--- config.mk ---
export PLATFORM = sky130hd
export DESIGN_NAME = uart_irq_status
export DESIGN_NICKNAME = d
export VERILOG_FILES = /design/src/design/uart_irq_pkg.sv /design/src/design/uart_irq_status.sv /design/src/design/w1c_flag_bank.sv
export SDC_FILE = /design/constraint.sdc
export NUM_CORES = 1
export LEC_CHECK = 0
export BUFFER_PORTS_ARGS = -buffer_cell sky130_fd_sc_hd__buf_2
export CORE_MARGIN = 2
export CORE_UTILIZATION = 40
export CTS_BUF_LIST = sky130_fd_sc_hd__clkbuf_4 sky130_fd_sc_hd__clkbuf_8
export CTS_CLUSTER_DIAMETER = 200
export DETAILED_ROUTE_END_ITERATION = 10
export GPL_TIMING_DRIVEN = 1
export PLACE_DENSITY = 0.68
export SYNTH_ARGS = -nofsm -noshare
export SYNTH_HDL_FRONTEND = slang
export SYNTH_SLANG_ARGS = --single-unit
--- constraint.sdc ---
create_clock -name aclk -period 1.5 [get_ports aclk]
set_clock_uncertainty 0.05 [all_clocks]
set_input_delay 0.075 -clock aclk [delete_from_list [all_inputs] [get_ports aclk]]
set_output_delay 0.075 -clock aclk [all_outputs]
set_load 0.02 [all_outputs]
--- src/design/uart_irq_pkg.sv ---
package uart_irq_pkg;

  // Register byte offsets
  localparam logic [7:0] OFS_CONTROL    = 8'h00;
  localparam logic [7:0] OFS_ENABLE     = 8'h04;
  localparam logic [7:0] OFS_MODEM      = 8'h14;
  localparam logic [7:0] OFS_FIFO_ERR   = 8'h18;
  localparam logic [7:0] OFS_INT_STATUS = 8'h1c;
  localparam logic [7:0] OFS_EVENT      = 8'h30;
  localparam logic [7:0] OFS_EVENT_MASK = 8'h34;

  localparam logic [31:0] INT_STATUS_RESET = 32'h0000_0002;
  localparam logic [7:0]  ENABLE_RESET     = 8'h00;
  localparam logic [7:0]  MASK_RESET       = 8'h00;
  localparam logic [1:0]  CONTROL_RESET    = 2'h0;

  // Flag positions inside one byte of the interrupt status register
  localparam int FLG_RDA    = 0;
  localparam int FLG_THRE   = 1;
  localparam int FLG_RLS    = 2;
  localparam int FLG_MODEM  = 3;
  localparam int FLG_TOUT   = 4;
  localparam int FLG_BUFERR = 5;
  localparam int FLG_LINBRK = 7;
  localparam int EN_DMA_TOUT = 6;

  // Byte lanes of the interrupt status register
  localparam int SW_IND_LSB   = 8;
  localparam int DMA_FLG_LSB  = 16;
  localparam int DMA_IND_LSB  = 24;

  // Control register bits
  localparam int CTRL_DMA   = 0;
  localparam int CTRL_RS485 = 1;

  // Modem register bits
  localparam int MDM_CTS_DETECT = 0;
  localparam int MDM_CTS_STATE  = 4;

  // FIFO error register bits
  localparam int ERR_RX_OVER = 0;
  localparam int ERR_ADDR    = 3;
  localparam int ERR_PARITY  = 4;
  localparam int ERR_FRAMING = 5;
  localparam int ERR_BREAK   = 6;
  localparam int ERR_TX_OVER = 24;

  // Index of each sticky flag inside the flag bank
  localparam int BK_RX_OVER = 0;
  localparam int BK_ADDR    = 1;
  localparam int BK_PARITY  = 2;
  localparam int BK_FRAMING = 3;
  localparam int BK_BREAK   = 4;
  localparam int BK_TX_OVER = 5;
  localparam int BK_CTS     = 6;
  localparam int BK_LINBRK  = 7;
  localparam int BANK_W     = 8;

  localparam logic [1:0] RESP_OKAY   = 2'b00;
  localparam logic [1:0] RESP_SLVERR = 2'b10;

endpackage

--- src/design/uart_irq_status.sv ---
// Design decision made here: the AXI4-Lite interface to the registers.
`timescale 1ns/100ps

module uart_irq_status
  import uart_irq_pkg::*;
#(
  parameter int CNT_W     = 7,
  parameter bit HAS_MODEM = 1'b1
) (
  input  wire logic             aclk,
  input  wire logic             aresetn,
  input  wire logic [7:0]       s_axi_awaddr,
  input  wire logic             s_axi_awvalid,
  output logic                  s_axi_awready,
  input  wire logic [31:0]      s_axi_wdata,
  input  wire logic [3:0]       s_axi_wstrb,
  input  wire logic             s_axi_wvalid,
  output logic                  s_axi_wready,
  output logic [1:0]            s_axi_bresp,
  output logic                  s_axi_bvalid,
  input  wire logic             s_axi_bready,
  input  wire logic [7:0]       s_axi_araddr,
  input  wire logic             s_axi_arvalid,
  output logic                  s_axi_arready,
  output logic [31:0]           s_axi_rdata,
  output logic [1:0]            s_axi_rresp,
  output logic                  s_axi_rvalid,
  input  wire logic             s_axi_rready,
  input  wire logic             thr_write,
  input  wire logic             tx_fifo_full,
  input  wire logic             tx_last_to_shift,
  input  wire logic             rx_fifo_push,
  input  wire logic             rbr_read,
  input  wire logic [CNT_W-1:0] rx_fifo_count,
  input  wire logic [CNT_W-1:0] rx_trigger_level,
  input  wire logic             timeout_match,
  input  wire logic             rx_overflow_event,
  input  wire logic             rx_break_event,
  input  wire logic             rx_framing_event,
  input  wire logic             rx_parity_event,
  input  wire logic             rx_address_event,
  input  wire logic             lin_break_event,
  input  wire logic             cts_pin,
  output logic [7:0]            channel_indicators,
  output logic                  uart_irq,
  output logic                  event_irq
);

  logic [7:0]        aw_addr_q;
  logic [31:0]       w_data_q;
  logic [3:0]        w_strb_q;
  logic              aw_done;
  logic              w_done;
  logic              wr_fire;
  logic [31:0]       wr_mask;
  logic              rd_take;
  logic [1:0]        control;
  logic [7:0]        enable;
  logic [7:0]        event_mask;
  logic [7:0]        event_status;
  logic [7:0]        routed_prev;
  logic              tx_holding_empty_flag;
  logic              rx_data_avail_flag;
  logic              rx_timeout_flag;
  logic              cts_meta;
  logic              cts_sync;
  logic              cts_prev;
  logic              cts_primed;
  logic [1:0]        cts_warm;
  logic [BANK_W-1:0] bank_set;
  logic [BANK_W-1:0] bank_clear;
  logic [BANK_W-1:0] bank;
  logic              dma_mode;
  logic              rs485_mode;
  logic              rx_line_status_flag;
  logic              buffer_error_flag;
  logic              modem_change_flag;
  logic [7:0]        sw_flags;
  logic [7:0]        dma_flags;
  logic [7:0]        sw_enable;
  logic [7:0]        dma_enable;
  logic [7:0]        sw_ind;
  logic [7:0]        dma_ind;
  logic [7:0]        routed_ind;
  logic [31:0]       int_status;
  logic [31:0]       rd_value;
  logic              rd_hit;

  assign dma_mode   = control[CTRL_DMA];
  assign rs485_mode = control[CTRL_RS485];

  // Write channel: address and data taken in either order
  assign wr_fire = aw_done && w_done && !s_axi_bvalid;
  assign wr_mask = {{8{w_strb_q[3]}}, {8{w_strb_q[2]}}, {8{w_strb_q[1]}}, {8{w_strb_q[0]}}};

  always_ff @(posedge aclk) begin
    if (!aresetn) begin
      s_axi_awready <= 1'b0;
      aw_done       <= 1'b0;
      aw_addr_q     <= 8'h00;
    end else if (s_axi_awvalid && s_axi_awready) begin
      s_axi_awready <= 1'b0;
      aw_done       <= 1'b1;
      aw_addr_q     <= s_axi_awaddr;
    end else begin
      s_axi_awready <= !aw_done && !s_axi_bvalid && !wr_fire;
      if (wr_fire) aw_done <= 1'b0;
    end
  end

  always_ff @(posedge aclk) begin
    if (!aresetn) begin
      s_axi_wready <= 1'b0;
      w_done       <= 1'b0;
      w_data_q     <= 32'h0000_0000;
      w_strb_q     <= 4'h0;
    end else if (s_axi_wvalid && s_axi_wready) begin
      s_axi_wready <= 1'b0;
      w_done       <= 1'b1;
      w_data_q     <= s_axi_wdata;
      w_strb_q     <= s_axi_wstrb;
    end else begin
      s_axi_wready <= !w_done && !s_axi_bvalid && !wr_fire;
      if (wr_fire) w_done <= 1'b0;
    end
  end

  always_ff @(posedge aclk) begin
    if (!aresetn) begin
      s_axi_bvalid <= 1'b0;
      s_axi_bresp  <= RESP_OKAY;
    end else if (wr_fire) begin
      s_axi_bvalid <= 1'b1;
      case (aw_addr_q[7:2])
        OFS_CONTROL[7:2], OFS_ENABLE[7:2], OFS_MODEM[7:2], OFS_FIFO_ERR[7:2],
        OFS_INT_STATUS[7:2], OFS_EVENT[7:2], OFS_EVENT_MASK[7:2]: s_axi_bresp <= RESP_OKAY;
        default: s_axi_bresp <= RESP_SLVERR;
      endcase
    end else if (s_axi_bready) begin
      s_axi_bvalid <= 1'b0;
    end
  end

  // Software-written configuration
  always_ff @(posedge aclk) begin
    if (!aresetn) begin
      control    <= CONTROL_RESET;
      enable     <= ENABLE_RESET;
      event_mask <= MASK_RESET;
    end else if (wr_fire && w_strb_q[0]) begin
      if (aw_addr_q[7:2] == OFS_CONTROL[7:2]) control <= w_data_q[1:0];
      if (aw_addr_q[7:2] == OFS_ENABLE[7:2]) enable <= w_data_q[7:0];
      if (aw_addr_q[7:2] == OFS_EVENT_MASK[7:2]) event_mask <= w_data_q[7:0];
    end
  end

  // CTS pin synchroniser; a pin idling high must not fake a change after reset,
  // so change detect waits until both compared stages hold real pin samples
  always_ff @(posedge aclk) begin
    if (!aresetn) begin
      cts_meta   <= 1'b0;
      cts_sync   <= 1'b0;
      cts_prev   <= 1'b0;
      cts_warm   <= 2'h0;
      cts_primed <= 1'b0;
    end else begin
      cts_meta   <= cts_pin;
      cts_sync   <= cts_meta;
      cts_prev   <= cts_sync;
      cts_warm   <= {cts_warm[0], 1'b1};
      cts_primed <= cts_warm[1];
    end
  end

  // Sticky flags set by events, cleared by writing one
  always_comb begin
    bank_set             = '0;
    bank_clear           = '0;
    bank_set[BK_RX_OVER] = rx_overflow_event;
    bank_set[BK_ADDR]    = rx_address_event && rs485_mode;
    bank_set[BK_PARITY]  = rx_parity_event;
    bank_set[BK_FRAMING] = rx_framing_event;
    bank_set[BK_BREAK]   = rx_break_event;
    bank_set[BK_TX_OVER] = thr_write && tx_fifo_full;
    bank_set[BK_CTS]     = HAS_MODEM && cts_primed && (cts_sync != cts_prev);
    bank_set[BK_LINBRK]  = lin_break_event;
    if (wr_fire) begin
      if (aw_addr_q[7:2] == OFS_FIFO_ERR[7:2]) begin
        bank_clear[BK_RX_OVER] = w_data_q[ERR_RX_OVER] && wr_mask[ERR_RX_OVER];
        bank_clear[BK_ADDR]    = w_data_q[ERR_ADDR] && wr_mask[ERR_ADDR];
        bank_clear[BK_PARITY]  = w_data_q[ERR_PARITY] && wr_mask[ERR_PARITY];
        bank_clear[BK_FRAMING] = w_data_q[ERR_FRAMING] && wr_mask[ERR_FRAMING];
        bank_clear[BK_BREAK]   = w_data_q[ERR_BREAK] && wr_mask[ERR_BREAK];
        bank_clear[BK_TX_OVER] = w_data_q[ERR_TX_OVER] && wr_mask[ERR_TX_OVER];
      end
      if (aw_addr_q[7:2] == OFS_MODEM[7:2]) begin
        bank_clear[BK_CTS] = w_data_q[MDM_CTS_DETECT] && wr_mask[MDM_CTS_DETECT];
      end
      if (aw_addr_q[7:2] == OFS_INT_STATUS[7:2]) begin
        bank_clear[BK_LINBRK] = w_data_q[FLG_LINBRK] && wr_mask[FLG_LINBRK];
      end
    end
  end

  w1c_flag_bank #(.WIDTH(BANK_W)) u_flags (
    .aclk    (aclk),
    .aresetn (aresetn),
    .set     (bank_set),
    .clear   (bank_clear),
    .flags   (bank)
  );

  // Holding empty: a set in the same cycle as a write wins
  always_ff @(posedge aclk) begin
    if (!aresetn) begin
      tx_holding_empty_flag <= INT_STATUS_RESET[FLG_THRE];
    end else if (tx_last_to_shift) begin
      tx_holding_empty_flag <= 1'b1;
    end else if (thr_write) begin
      tx_holding_empty_flag <= 1'b0;
    end
  end

  always_ff @(posedge aclk) begin
    if (!aresetn) begin
      rx_data_avail_flag <= INT_STATUS_RESET[FLG_RDA];
    end else begin
      rx_data_avail_flag <= (rx_fifo_count >= rx_trigger_level);
    end
  end

  // Any FIFO activity both blocks the set and clears the flag
  always_ff @(posedge aclk) begin
    if (!aresetn) begin
      rx_timeout_flag <= INT_STATUS_RESET[FLG_TOUT];
    end else if (rbr_read || rx_fifo_push || rx_fifo_count == '0) begin
      rx_timeout_flag <= 1'b0;
    end else if (timeout_match) begin
      rx_timeout_flag <= 1'b1;
    end
  end

  assign buffer_error_flag   = bank[BK_TX_OVER] || bank[BK_RX_OVER];
  assign rx_line_status_flag = bank[BK_BREAK] || bank[BK_FRAMING] || bank[BK_PARITY]
                               || (rs485_mode && bank[BK_ADDR]);
  assign modem_change_flag   = HAS_MODEM && bank[BK_CTS];

  always_comb begin
    sw_flags              = 8'h00;
    sw_flags[FLG_RDA]     = rx_data_avail_flag;
    sw_flags[FLG_THRE]    = tx_holding_empty_flag;
    sw_flags[FLG_RLS]     = rx_line_status_flag;
    sw_flags[FLG_MODEM]   = modem_change_flag;
    sw_flags[FLG_TOUT]    = rx_timeout_flag;
    sw_flags[FLG_BUFERR]  = buffer_error_flag;
    sw_flags[FLG_LINBRK]  = bank[BK_LINBRK];
    dma_flags             = sw_flags;
    dma_flags[FLG_RDA]    = 1'b0;
    dma_flags[FLG_THRE]   = 1'b0;
    sw_enable             = enable;
    sw_enable[EN_DMA_TOUT] = 1'b0;
    dma_enable            = enable;
    dma_enable[FLG_TOUT]  = enable[EN_DMA_TOUT];
    dma_enable[EN_DMA_TOUT] = 1'b0;
    dma_enable[FLG_RDA]   = 1'b0;
    dma_enable[FLG_THRE]  = 1'b0;
  end

  assign sw_ind     = sw_flags & sw_enable;
  assign dma_ind    = dma_flags & dma_enable;
  assign routed_ind = dma_mode ? dma_ind : sw_ind;
  assign int_status = {dma_ind, dma_flags, sw_ind, sw_flags};

  always_ff @(posedge aclk) begin
    if (!aresetn) begin
      channel_indicators <= 8'h00;
      uart_irq           <= 1'b0;
    end else begin
      channel_indicators <= routed_ind;
      uart_irq           <= |routed_ind;
    end
  end

  // Rising indicators latch into the event register; read clears, set wins
  always_ff @(posedge aclk) begin
    if (!aresetn) begin
      routed_prev  <= 8'h00;
      event_status <= 8'h00;
      event_irq    <= 1'b0;
    end else begin
      routed_prev  <= routed_ind;
      event_status <= (rd_take && s_axi_araddr[7:2] == OFS_EVENT[7:2] ? 8'h00 : event_status)
                      | (routed_ind & ~routed_prev);
      event_irq    <= |(event_status & event_mask);
    end
  end

  // Read channel
  assign rd_take = s_axi_arvalid && s_axi_arready;

  always_comb begin
    rd_value = 32'h0000_0000;
    rd_hit   = 1'b1;
    case (s_axi_araddr[7:2])
      OFS_CONTROL[7:2]:    rd_value[1:0] = control;
      OFS_ENABLE[7:2]:     rd_value[7:0] = enable;
      OFS_MODEM[7:2]: begin
        rd_value[MDM_CTS_DETECT] = modem_change_flag;
        rd_value[MDM_CTS_STATE]  = HAS_MODEM && cts_sync;
      end
      OFS_FIFO_ERR[7:2]: begin
        rd_value[ERR_RX_OVER] = bank[BK_RX_OVER];
        rd_value[ERR_ADDR]    = bank[BK_ADDR];
        rd_value[ERR_PARITY]  = bank[BK_PARITY];
        rd_value[ERR_FRAMING] = bank[BK_FRAMING];
        rd_value[ERR_BREAK]   = bank[BK_BREAK];
        rd_value[ERR_TX_OVER] = bank[BK_TX_OVER];
      end
      OFS_INT_STATUS[7:2]: rd_value = int_status;
      OFS_EVENT[7:2]:      rd_value[7:0] = event_status;
      OFS_EVENT_MASK[7:2]: rd_value[7:0] = event_mask;
      default:             rd_hit = 1'b0;
    endcase
  end

  always_ff @(posedge aclk) begin
    if (!aresetn) begin
      s_axi_arready <= 1'b0;
      s_axi_rvalid  <= 1'b0;
      s_axi_rdata   <= 32'h0000_0000;
      s_axi_rresp   <= RESP_OKAY;
    end else if (rd_take) begin
      s_axi_arready <= 1'b0;
      s_axi_rvalid  <= 1'b1;
      s_axi_rdata   <= rd_value;
      s_axi_rresp   <= rd_hit ? RESP_OKAY : RESP_SLVERR;
    end else if (s_axi_rvalid) begin
      if (s_axi_rready) s_axi_rvalid <= 1'b0;
    end else begin
      s_axi_arready <= 1'b1;
    end
  end
endmodule

--- src/design/w1c_flag_bank.sv ---
`timescale 1ns/100ps

module w1c_flag_bank #(
  parameter int WIDTH = 8
) (
  input  wire logic             aclk,
  input  wire logic             aresetn,
  input  wire logic [WIDTH-1:0] set,
  input  wire logic [WIDTH-1:0] clear,
  output logic      [WIDTH-1:0] flags
);

  genvar i;
  generate
    for (i = 0; i < WIDTH; i++) begin : g_flag
      // A set in the clearing cycle wins so no event is lost
      always_ff @(posedge aclk) begin
        if (!aresetn) begin
          flags[i] <= 1'b0;
        end else if (set[i]) begin
          flags[i] <= 1'b1;
        end else if (clear[i]) begin
          flags[i] <= 1'b0;
        end
      end
    end
  endgenerate

endmodule

==> results of run 1 <==
metrics by stage:
step | area [um2] | util | total power (uW) | setup TNS [ns]
2_1_floorplan | 4290 | - | 3100 | -1.38
3_3_place_gp | 5110 | 0.495 | 3300 | -0.526
3_5_place_dp | 5110 | 0.495 | 3310 | -1.70
4_1_cts | 5740 | 0.556 | 5080 | -1.17
5_1_grt | 5830 | 0.564 | 5260 | -3.25
6_report | 5830 | 0.564 | 5060 | -1.39
metal layers:
metal  global-route usage  part of all wire
met3               0.0347             0.061
met1                0.277              0.44
met2                0.357              0.48
met5                    0                 0
met4               0.0686             0.021
layout make-up:
| cell class | count | area share |
|---|---|---|
| Sequential cell | 99 | 0.341 |
| Timing Repair Buffer | 188 | 0.230 |
| Inverter | 18 | 0.0116 |
| Clock inverter | 4 | 0.00902 |
| Tap cell | 136 | 0.0292 |
| Multi-Input combinational cell | 334 | 0.354 |
| Clock buffer | 11 | 0.0249 |
critical path: stages (launching register included):
cell and delay (ns):
sky130_fd_sc_hd__dfxtp_4 0.35, sky130_fd_sc_hd__and3b_2 0.23, sky130_fd_sc_hd__and4b_1 0.22, sky130_fd_sc_hd__and4bb_2 0.27
sky130_fd_sc_hd__buf_12 0.14, sky130_fd_sc_hd__mux2i_1 0.19, sky130_fd_sc_hd__nor2_1 0.06
power by group:
group	internal (uW)	leakage, uW	switching (uW)	total [uW]
registers	2690	0.000806	61.6	2750
clock network	830	0.000103	877	1710
logic	288	0.00154	314	602
total	3810	0.00245	1250	5060
flip-flops by register name, indices dropped and copies added, names as in the netlist, 6 cells and up:
register       cells
aw_addr_q          6
enable             8
event_mask         8
event_status       7
routed_prev        7
s_axi_rdata       22
u_flags.flags      8
w_data_q           9
worst max path at each step:
stage                                    from                     endpoint  cells past startpoint
finish              s_axi_bvalid$_SDFFE_PN0P_       enable[3]$_SDFFE_PN0P_                      6
global route        s_axi_bvalid$_SDFFE_PN0P_       enable[4]$_SDFFE_PN0P_                      6
CTS                 s_axi_bvalid$_SDFFE_PN0P_       enable[3]$_SDFFE_PN0P_                      6
detailed placement            s_axi_araddr[7]   event_status[3]$_SDFF_PN0_                      5
global placement              s_axi_araddr[3]  s_axi_rdata[6]$_SDFFE_PN0P_                      7
floorplan           s_axi_bvalid$_SDFFE_PN0P_       enable[7]$_SDFFE_PN0P_                      7
layout by cell type, fill, tap and decap left out, types with 5 or more instances in the layout:
cell,instances
sky130_fd_sc_hd__nand3_1,20
sky130_fd_sc_hd__nand2_1,63
sky130_fd_sc_hd__dlygate4sd3_1,42
sky130_fd_sc_hd__mux2i_1,20
sky130_fd_sc_hd__a21oi_1,44
sky130_fd_sc_hd__nand2b_1,6
sky130_fd_sc_hd__nand4_1,5
sky130_fd_sc_hd__nor2_1,40
sky130_fd_sc_hd__inv_1,17
sky130_fd_sc_hd__and2_1,7
sky130_fd_sc_hd__buf_12,5
sky130_fd_sc_hd__and3_1,5
sky130_fd_sc_hd__conb_1,9
sky130_fd_sc_hd__o21ai_0,15
sky130_fd_sc_hd__ha_1,7
sky130_fd_sc_hd__a22oi_1,10
sky130_fd_sc_hd__buf_2,98
sky130_fd_sc_hd__dfxtp_1,97
sky130_fd_sc_hd__clkbuf_8,10
sky130_fd_sc_hd__buf_4,41
cells by family (layout without fill, tap and decap cells):
logic type	after synthesis	after routing
and+or+nand+nor	179	179
AOI/OAI and AO/OA	117	117
DFF	99	99
buffers and inverters	55	221
muxes	21	21
adders and majority gates	7	7
other	1	9
xor gates and xnor gates	1	1
what timing repair did:
action | CTS | global route
setup endpoints to repair | 21 | 29
hold endpoints to repair | 30 | 0
setup buffers | 1 | 3
pin swaps | 3 | 18
gates resized for setup | 1 | 22
hold buffers | 42 | 0
==> flow_summary.rst, run 1 <==
.. list-table::
   :header-rows: 1

   * - Metric
     - Value
   * - Max VDD drop
     - 0.435 mV
   * - Total die area
     - 0.0115 mm2
   * - RD Place Congestion
     - 0.969
   * - Via count
     - 4146
   * - Mean instance size in the synthesized netlist
     - 8.86 um2
   * - Simple-gate share of the synthesized area
     - 0.212
   * - Number of cells traversed by the worst hold path
     - 2
   * - Sequential element share of the synthesized area
     - 0.466
   * - Layout cell share with drive strength beyond 1
     - 0.287
   * - Adder-cell area share of the yosys netlist
     - 0.0206
   * - Num ports
     - 137
   * - Number of cell instances on the worst register-to-register path
     - 6
   * - Outcome
     - complete, but fails checks
   * - Initial antenna violation count
     - 0
   * - Max-slew headroom
     - 0.622
   * - Diodes inserted
     - 0
   * - Wire length of the first global-routing pass
     - 19100 um
   * - Static Leak
     - 0.00245 uW
   * - Parity-gate share of the synthesized area counting xor and xnor cells
     - 0.00206
   * - CTS root buffer
     - sky130_fd_sc_hd__clkbuf_8
   * - Start of the worst register-to-register path
     - s_axi_bvalid$_SDFFE_PN0P_
   * - Fin worst setup slack
     - -0.127 ns
   * - Final cycle utilization of the critical path
     - 1.08
   * - Startpoint of the lowest-slack hold path
     - aresetn
   * - Residual DRC count
     - 0
   * - Post-detailed-route count of antenna-violating nets
     - 0
   * - DPL Wire Length
     - 8910 um
   * - Combined flip-flop and latch cell area
     - 0.00199 mm2
   * - Critical path capture point type
     - register
   * - Fillers
     - 909
   * - WS Path Type
     - register to register
   * - Share of synthesized area spent on multiplexers
     - 0.0497
   * - Cell type with the highest aggregate area in the netlist
     - sky130_fd_sc_hd__dfxtp_1
   * - Total routing usage reported by global routing
     - 0.212
   * - Register bit total from synthesis
     - 99
   * - Total clock sinks
     - 99
   * - Maximum number of pins on one net before global-route repair
     - 53
   * - Total gr overflow
     - 0
   * - Hold_ws
     - 0.0230 ns
   * - Synthesized-area fraction occupied by ao, oa, aoi and oai cells
     - 0.179
   * - Bufs on Longest Clock Path
     - 2
   * - Count of final max-slew check failures
     - 0
   * - H-Tree Level Count
     - 3
   * - Clk pin slew, worst setup/hold paths
     - 0.10 ns
   * - Finished Layout Cells
     - 790
   * - Type of element launching the critical path
     - register
   * - Post-Syn Area
     - 0.00425 mm2
   * - CP Data Required Time
     - 1.69 ns
   * - Clock latency at the later pin of the worst-skew pair
     - 0.36 ns
   * - Count of buffers from port buffering
     - 98
   * - Most common cell in the netlist
     - sky130_fd_sc_hd__dfxtp_1
   * - Post-layout min period
     - 1.63 ns
   * - Final Routed Wirelength
     - 12200 um
   * - PD cells
     - 869 mW/mm2
   * - Number of failing hold endpoints at the final stage
     - 0
   * - Hold Crit Class
     - primary input to register
   * - Gate Count Post-Synth
     - 480
   * - Worst-case hold path end point
     - u_flags.flags[4]$_SDFFE_PN0P_
   * - Via count of the first global-routing pass
     - 3911
   * - Average wire per cell in the routed design
     - 15.4 um
   * - Violations in the final reports
     - negative setup slack
   * - End of the worst register-to-register path
     - enable[3]$_SDFFE_PN0P_
   * - Number of enable flip-flop cells after synthesis
     - 0
   * - Starting density of the core
     - 0.412
   * - Dominant combinational cell family by area after synthesis
     - simple AND/OR/NAND/NOR gates
   * - Relative area change from synthesis to final layout
     - 37.1%
   * - Initial DRT Pass Iterations
     - 5
   * - Primary flip-flop cell chosen by synthesis mapping
     - sky130_fd_sc_hd__dfxtp_1
   * - R2r setup slk
     - -0.13 ns
   * - Std cell rows
     - 37
   * - Placement Setup Slack
     - -0.119 ns
   * - Critical path peak fanout
     - 8
   * - Via-per-instance ratio
     - 5.25
   * - Area of the core region
     - 0.0103 mm2
   * - Die W
     - 107 um
   * - Area share of the largest cell type after synthesis
     - 0.466
   * - Footprint of the multi-input gates
     - 0.00206 mm2
   * - TritonCTS Buffers
     - 9
   * - Total Nets Final
     - 743
   * - Finish-stage setup viols
     - 22
   * - Proportion of synthesized flip-flops having asynchronous set or reset
     - 0
   * - Initial drt markers
     - 350
   * - TritonCTS clock tree
     - done
   * - Count of unique library cells instantiated by Yosys
     - 63
   * - Worst-Margin Slew
     - 0.566 ns
   * - Vertical die dimension
     - 107 um
   * - Count of yosys warnings during synthesis
     - 0
   * - Top post-synthesis cells by area
     - sky130_fd_sc_hd__dfxtp_1 (47%), sky130_fd_sc_hd__nand2_1 (5.7%), sky130_fd_sc_hd__a21oi_1 (5.5%)
   * - Placed Cells incl. Taps
     - 729
   * - RSZ-0062 raised after global routing
     - yes
   * - Max Cap Violations
     - 0
   * - Most used standard cells in the synthesized netlist
     - sky130_fd_sc_hd__dfxtp_1 (99), sky130_fd_sc_hd__nand2_1 (64), sky130_fd_sc_hd__a21oi_1 (47), sky130_fd_sc_hd__nor2_1 (40), sky130_fd_sc_hd__nand3_1 (21)
   * - Arrival time at the worst endpoint
     - 1.82 ns
   * - Maximum clock rate
     - 615 MHz
(Power assumes the default switching activity.)
==> run 2: changes to the inputs <==
Settings changed: BUFFER_PORTS_ARGS -buffer_cell sky130_fd_sc_hd__buf_2 to unset, CTS_BUF_LIST sky130_fd_sc_hd__clkbuf_4 sky130_fd_sc_hd__clkbuf_8 to sky130_fd_sc_hd__clkbuf_16, DONT_BUFFER_PORTS set to 1, PLACE_DENSITY 0.68 to unset, SKIP_CTS_REPAIR_TIMING set to 1.
==> flow_summary.rst, run 2 (synthesis gave the netlist of run 1 again) <==
.. list-table::
   :header-rows: 1

   * - Metric
     - Value
   * - Max VDD drop
     - 0.647 mV (+49%)
   * - Count of final max-slew check failures
     - 0 (unchanged)
   * - Starting density of the core
     - 0.412 (unchanged)
   * - Initial antenna violation count
     - 0 (unchanged)
   * - Clk pin slew, worst setup/hold paths
     - 0.07 ns (-0.03 ns)
   * - Critical path peak fanout
     - 8 (unchanged)
   * - Clock latency at the later pin of the worst-skew pair
     - 0.34 ns (-0.02 ns)
   * - Initial DRT Pass Iterations
     - 7 (+2)
   * - H-Tree Level Count
     - 3 (unchanged)
   * - Via-per-instance ratio
     - 5.32 (+1.3%)
   * - Wire length of the first global-routing pass
     - 17500 um (-8.1%)
   * - Largest register FFs
     - 22 (unchanged)
   * - Cell-by-cell trace of the critical path
     - and3b_2 > and4b_1 > and4bb_1 > buf_12 > mux2i_1 > nor2_1
   * - CTS root buffer
     - sky130_fd_sc_hd__clkbuf_16
   * - Maximum number of pins on one net before global-route repair
     - 72 (+36%)
   * - Finish-stage setup viols
     - 15 (-32%)
   * - Relative area change from synthesis to final layout
     - 28.5%
   * - Num ports
     - 137 (unchanged)
   * - Worst-Margin Slew
     - 0.720 ns (+0.154 ns)
   * - Diodes inserted
     - 0 (unchanged)
   * - Average wire per cell in the routed design
     - 16.8 um (+8.5%)
   * - Max Cap Violations
     - 0 (unchanged)
   * - Share of the core filled with cells in the final layout
     - 0.529 (-0.0353)
   * - Hold Crit Class
     - primary input to register
   * - Total clock sinks
     - 99 (unchanged)
   * - Violations in the final reports
     - negative hold slack, negative setup slack
   * - Via count
     - 3710 (-11%)
   * - WS Path Type
     - register to register
   * - Max-slew headroom
     - 0.518 (-0.104)
   * - Layout cell share with drive strength beyond 1
     - 0.146 (-0.142)
   * - Number of cell instances on the worst register-to-register path
     - 6 (unchanged)
   * - Crit-path slowest cell
     - sky130_fd_sc_hd__dfxtp_4
   * - Vertical die dimension
     - 107 um (unchanged)
   * - Critical path capture point type
     - register
   * - PD cells
     - 1020 mW/mm2 (+17%)
   * - Leading registers by flop count
     - s_axi_rdata x22, w_data_q x9
   * - Fin worst setup slack
     - -0.0812 ns (+0.0459 ns)
   * - Final Routed Wirelength
     - 11700 um (-4.1%)
   * - Outcome
     - complete, but fails checks
   * - Total die area
     - 0.0115 mm2 (unchanged)
   * - Post-detailed-route count of antenna-violating nets
     - 0 (unchanged)
   * - Number of cells traversed by the worst hold path
     - 3 (+1)
   * - Total Nets Final
     - 650 (-13%)
   * - Hold_ws
     - -0.0175 ns (-0.0405 ns)
   * - Final cycle utilization of the critical path
     - 1.05 (-0.0306)
   * - Maximum clock rate
     - 632 MHz (+2.9%)
   * - Die W
     - 107 um (unchanged)
   * - Crit-path max cell delay
     - 0.34 ns (about the same)
   * - Highest-count cells in the layout ignoring fill and taps
     - sky130_fd_sc_hd__dfxtp_1 (98), sky130_fd_sc_hd__nand2_1 (63), sky130_fd_sc_hd__dlygate4sd3_1 (49), sky130_fd_sc_hd__a21oi_1 (46), sky130_fd_sc_hd__buf_4 (41)
   * - Type of element launching the critical path
     - register
   * - Total gr overflow
     - 0 (unchanged)
   * - CP Data Required Time
     - 1.67 ns (-0.02 ns)
   * - Via count of the first global-routing pass
     - 3333 (-15%)
   * - Bufs on Longest Clock Path
     - 2 (unchanged)
   * - Std cell rows
     - 37 (unchanged)
   * - Residual DRC count
     - 0 (unchanged)
   * - R2r setup slk
     - -0.08 ns (+0.05 ns)
   * - Initial drt markers
     - 220 (-37%)
   * - Most common library cell in the layout ignoring fill and taps
     - sky130_fd_sc_hd__dfxtp_1
   * - Number of failing hold endpoints at the final stage
     - 3 (+3)
   * - TritonCTS Buffers
     - 9 (unchanged)
   * - Area of the core region
     - 0.0103 mm2 (unchanged)
   * - Total routing usage reported by global routing
     - 0.195 (-0.0170)
   * - RD Place Congestion
     - 0.857 (-12%)
   * - DPL Wire Length
     - 8300 um (-6.9%)
   * - Arrival time at the worst endpoint
     - 1.75 ns (-0.07 ns)
   * - TritonCTS clock tree
     - done
   * - Biggest register
     - s_axi_rdata
   * - Post-layout min period
     - 1.58 ns (-0.0459 ns)
   * - Static Leak
     - 0.00207 uW (-15%)
   * - Count of buffers from port buffering
     - 0 (-100%)
   * - RSZ-0062 raised after global routing
     - yes
==> run 2: power breakdown <==
| part | internal, uW | total (uW) | leakage, uW | switching [uW] |
|---|---|---|---|---|
| Clock | 1310 | 2320 | 0.000144 | 1020 |
| Combinational | 231 | 481 | 0.00112 | 250 |
| Sequential | 2690 | 2770 | 0.000806 | 71.8 |
==> run 2: path summary, 6_finish.rpt <==
check	to	from
setup / recovery	enable[4]$_SDFFE_PN0P_	s_axi_bvalid$_SDFFE_PN0P_
hold / removal	s_axi_rdata[4]$_SDFFE_PN0P_	s_axi_araddr[5]
setup reg to reg	enable[4]$_SDFFE_PN0P_	s_axi_bvalid$_SDFFE_PN0P_
hold reg to reg	aw_addr_q[7]$_SDFFE_PN0P_	aw_addr_q[7]$_SDFFE_PN0P_
==> run 2: final cells by class <==
type                       instances  area, um2
sequential                        99       1990
timing repair buffer              95        881
tap                              136        170
fill                             974       4860
clock buffer                       9        225
multi-input combinational        334       2060
inverter                          18       67.6
clock inverter                     7       75.1
==> run 2: worst max-delay path: cells and delay by family, from the launching register on <==
| family | cells | cell delay [ns] |
|---|---|---|
| AND/OR/NAND/NOR | 4 | 0.74 |
| buffers and inverters | 1 | 0.15 |
| flip-flops | 1 | 0.34 |
| multiplexers | 1 | 0.18 |
==> run 2: routing by layer <==
layer / vias up / routed length, um / track usage
met5: - / 0 / 0
met4: 0 / 218 / 0.0594
met3: 21 / 695 / 0.0535
met2: 110 / 5530 / 0.313
met1: 1761 / 5240 / 0.256
li1: 1818 / - / -
==> run 2: stage by stage <==
step	TNS (ns)	std cells	total power, uW	setup WS [ns]	area, um2
floorplan	-1.38	488	3100	-0.159	4290
global placement	-0.288	630	3180	-0.103	4590
detailed placement	-0.504	630	3190	-0.115	4590
CTS	-0.823	646	5510	-0.138	4890
global route	-2.57	698	5800	-0.179	5460
finish	-0.818	698	5570	-0.0812	5460
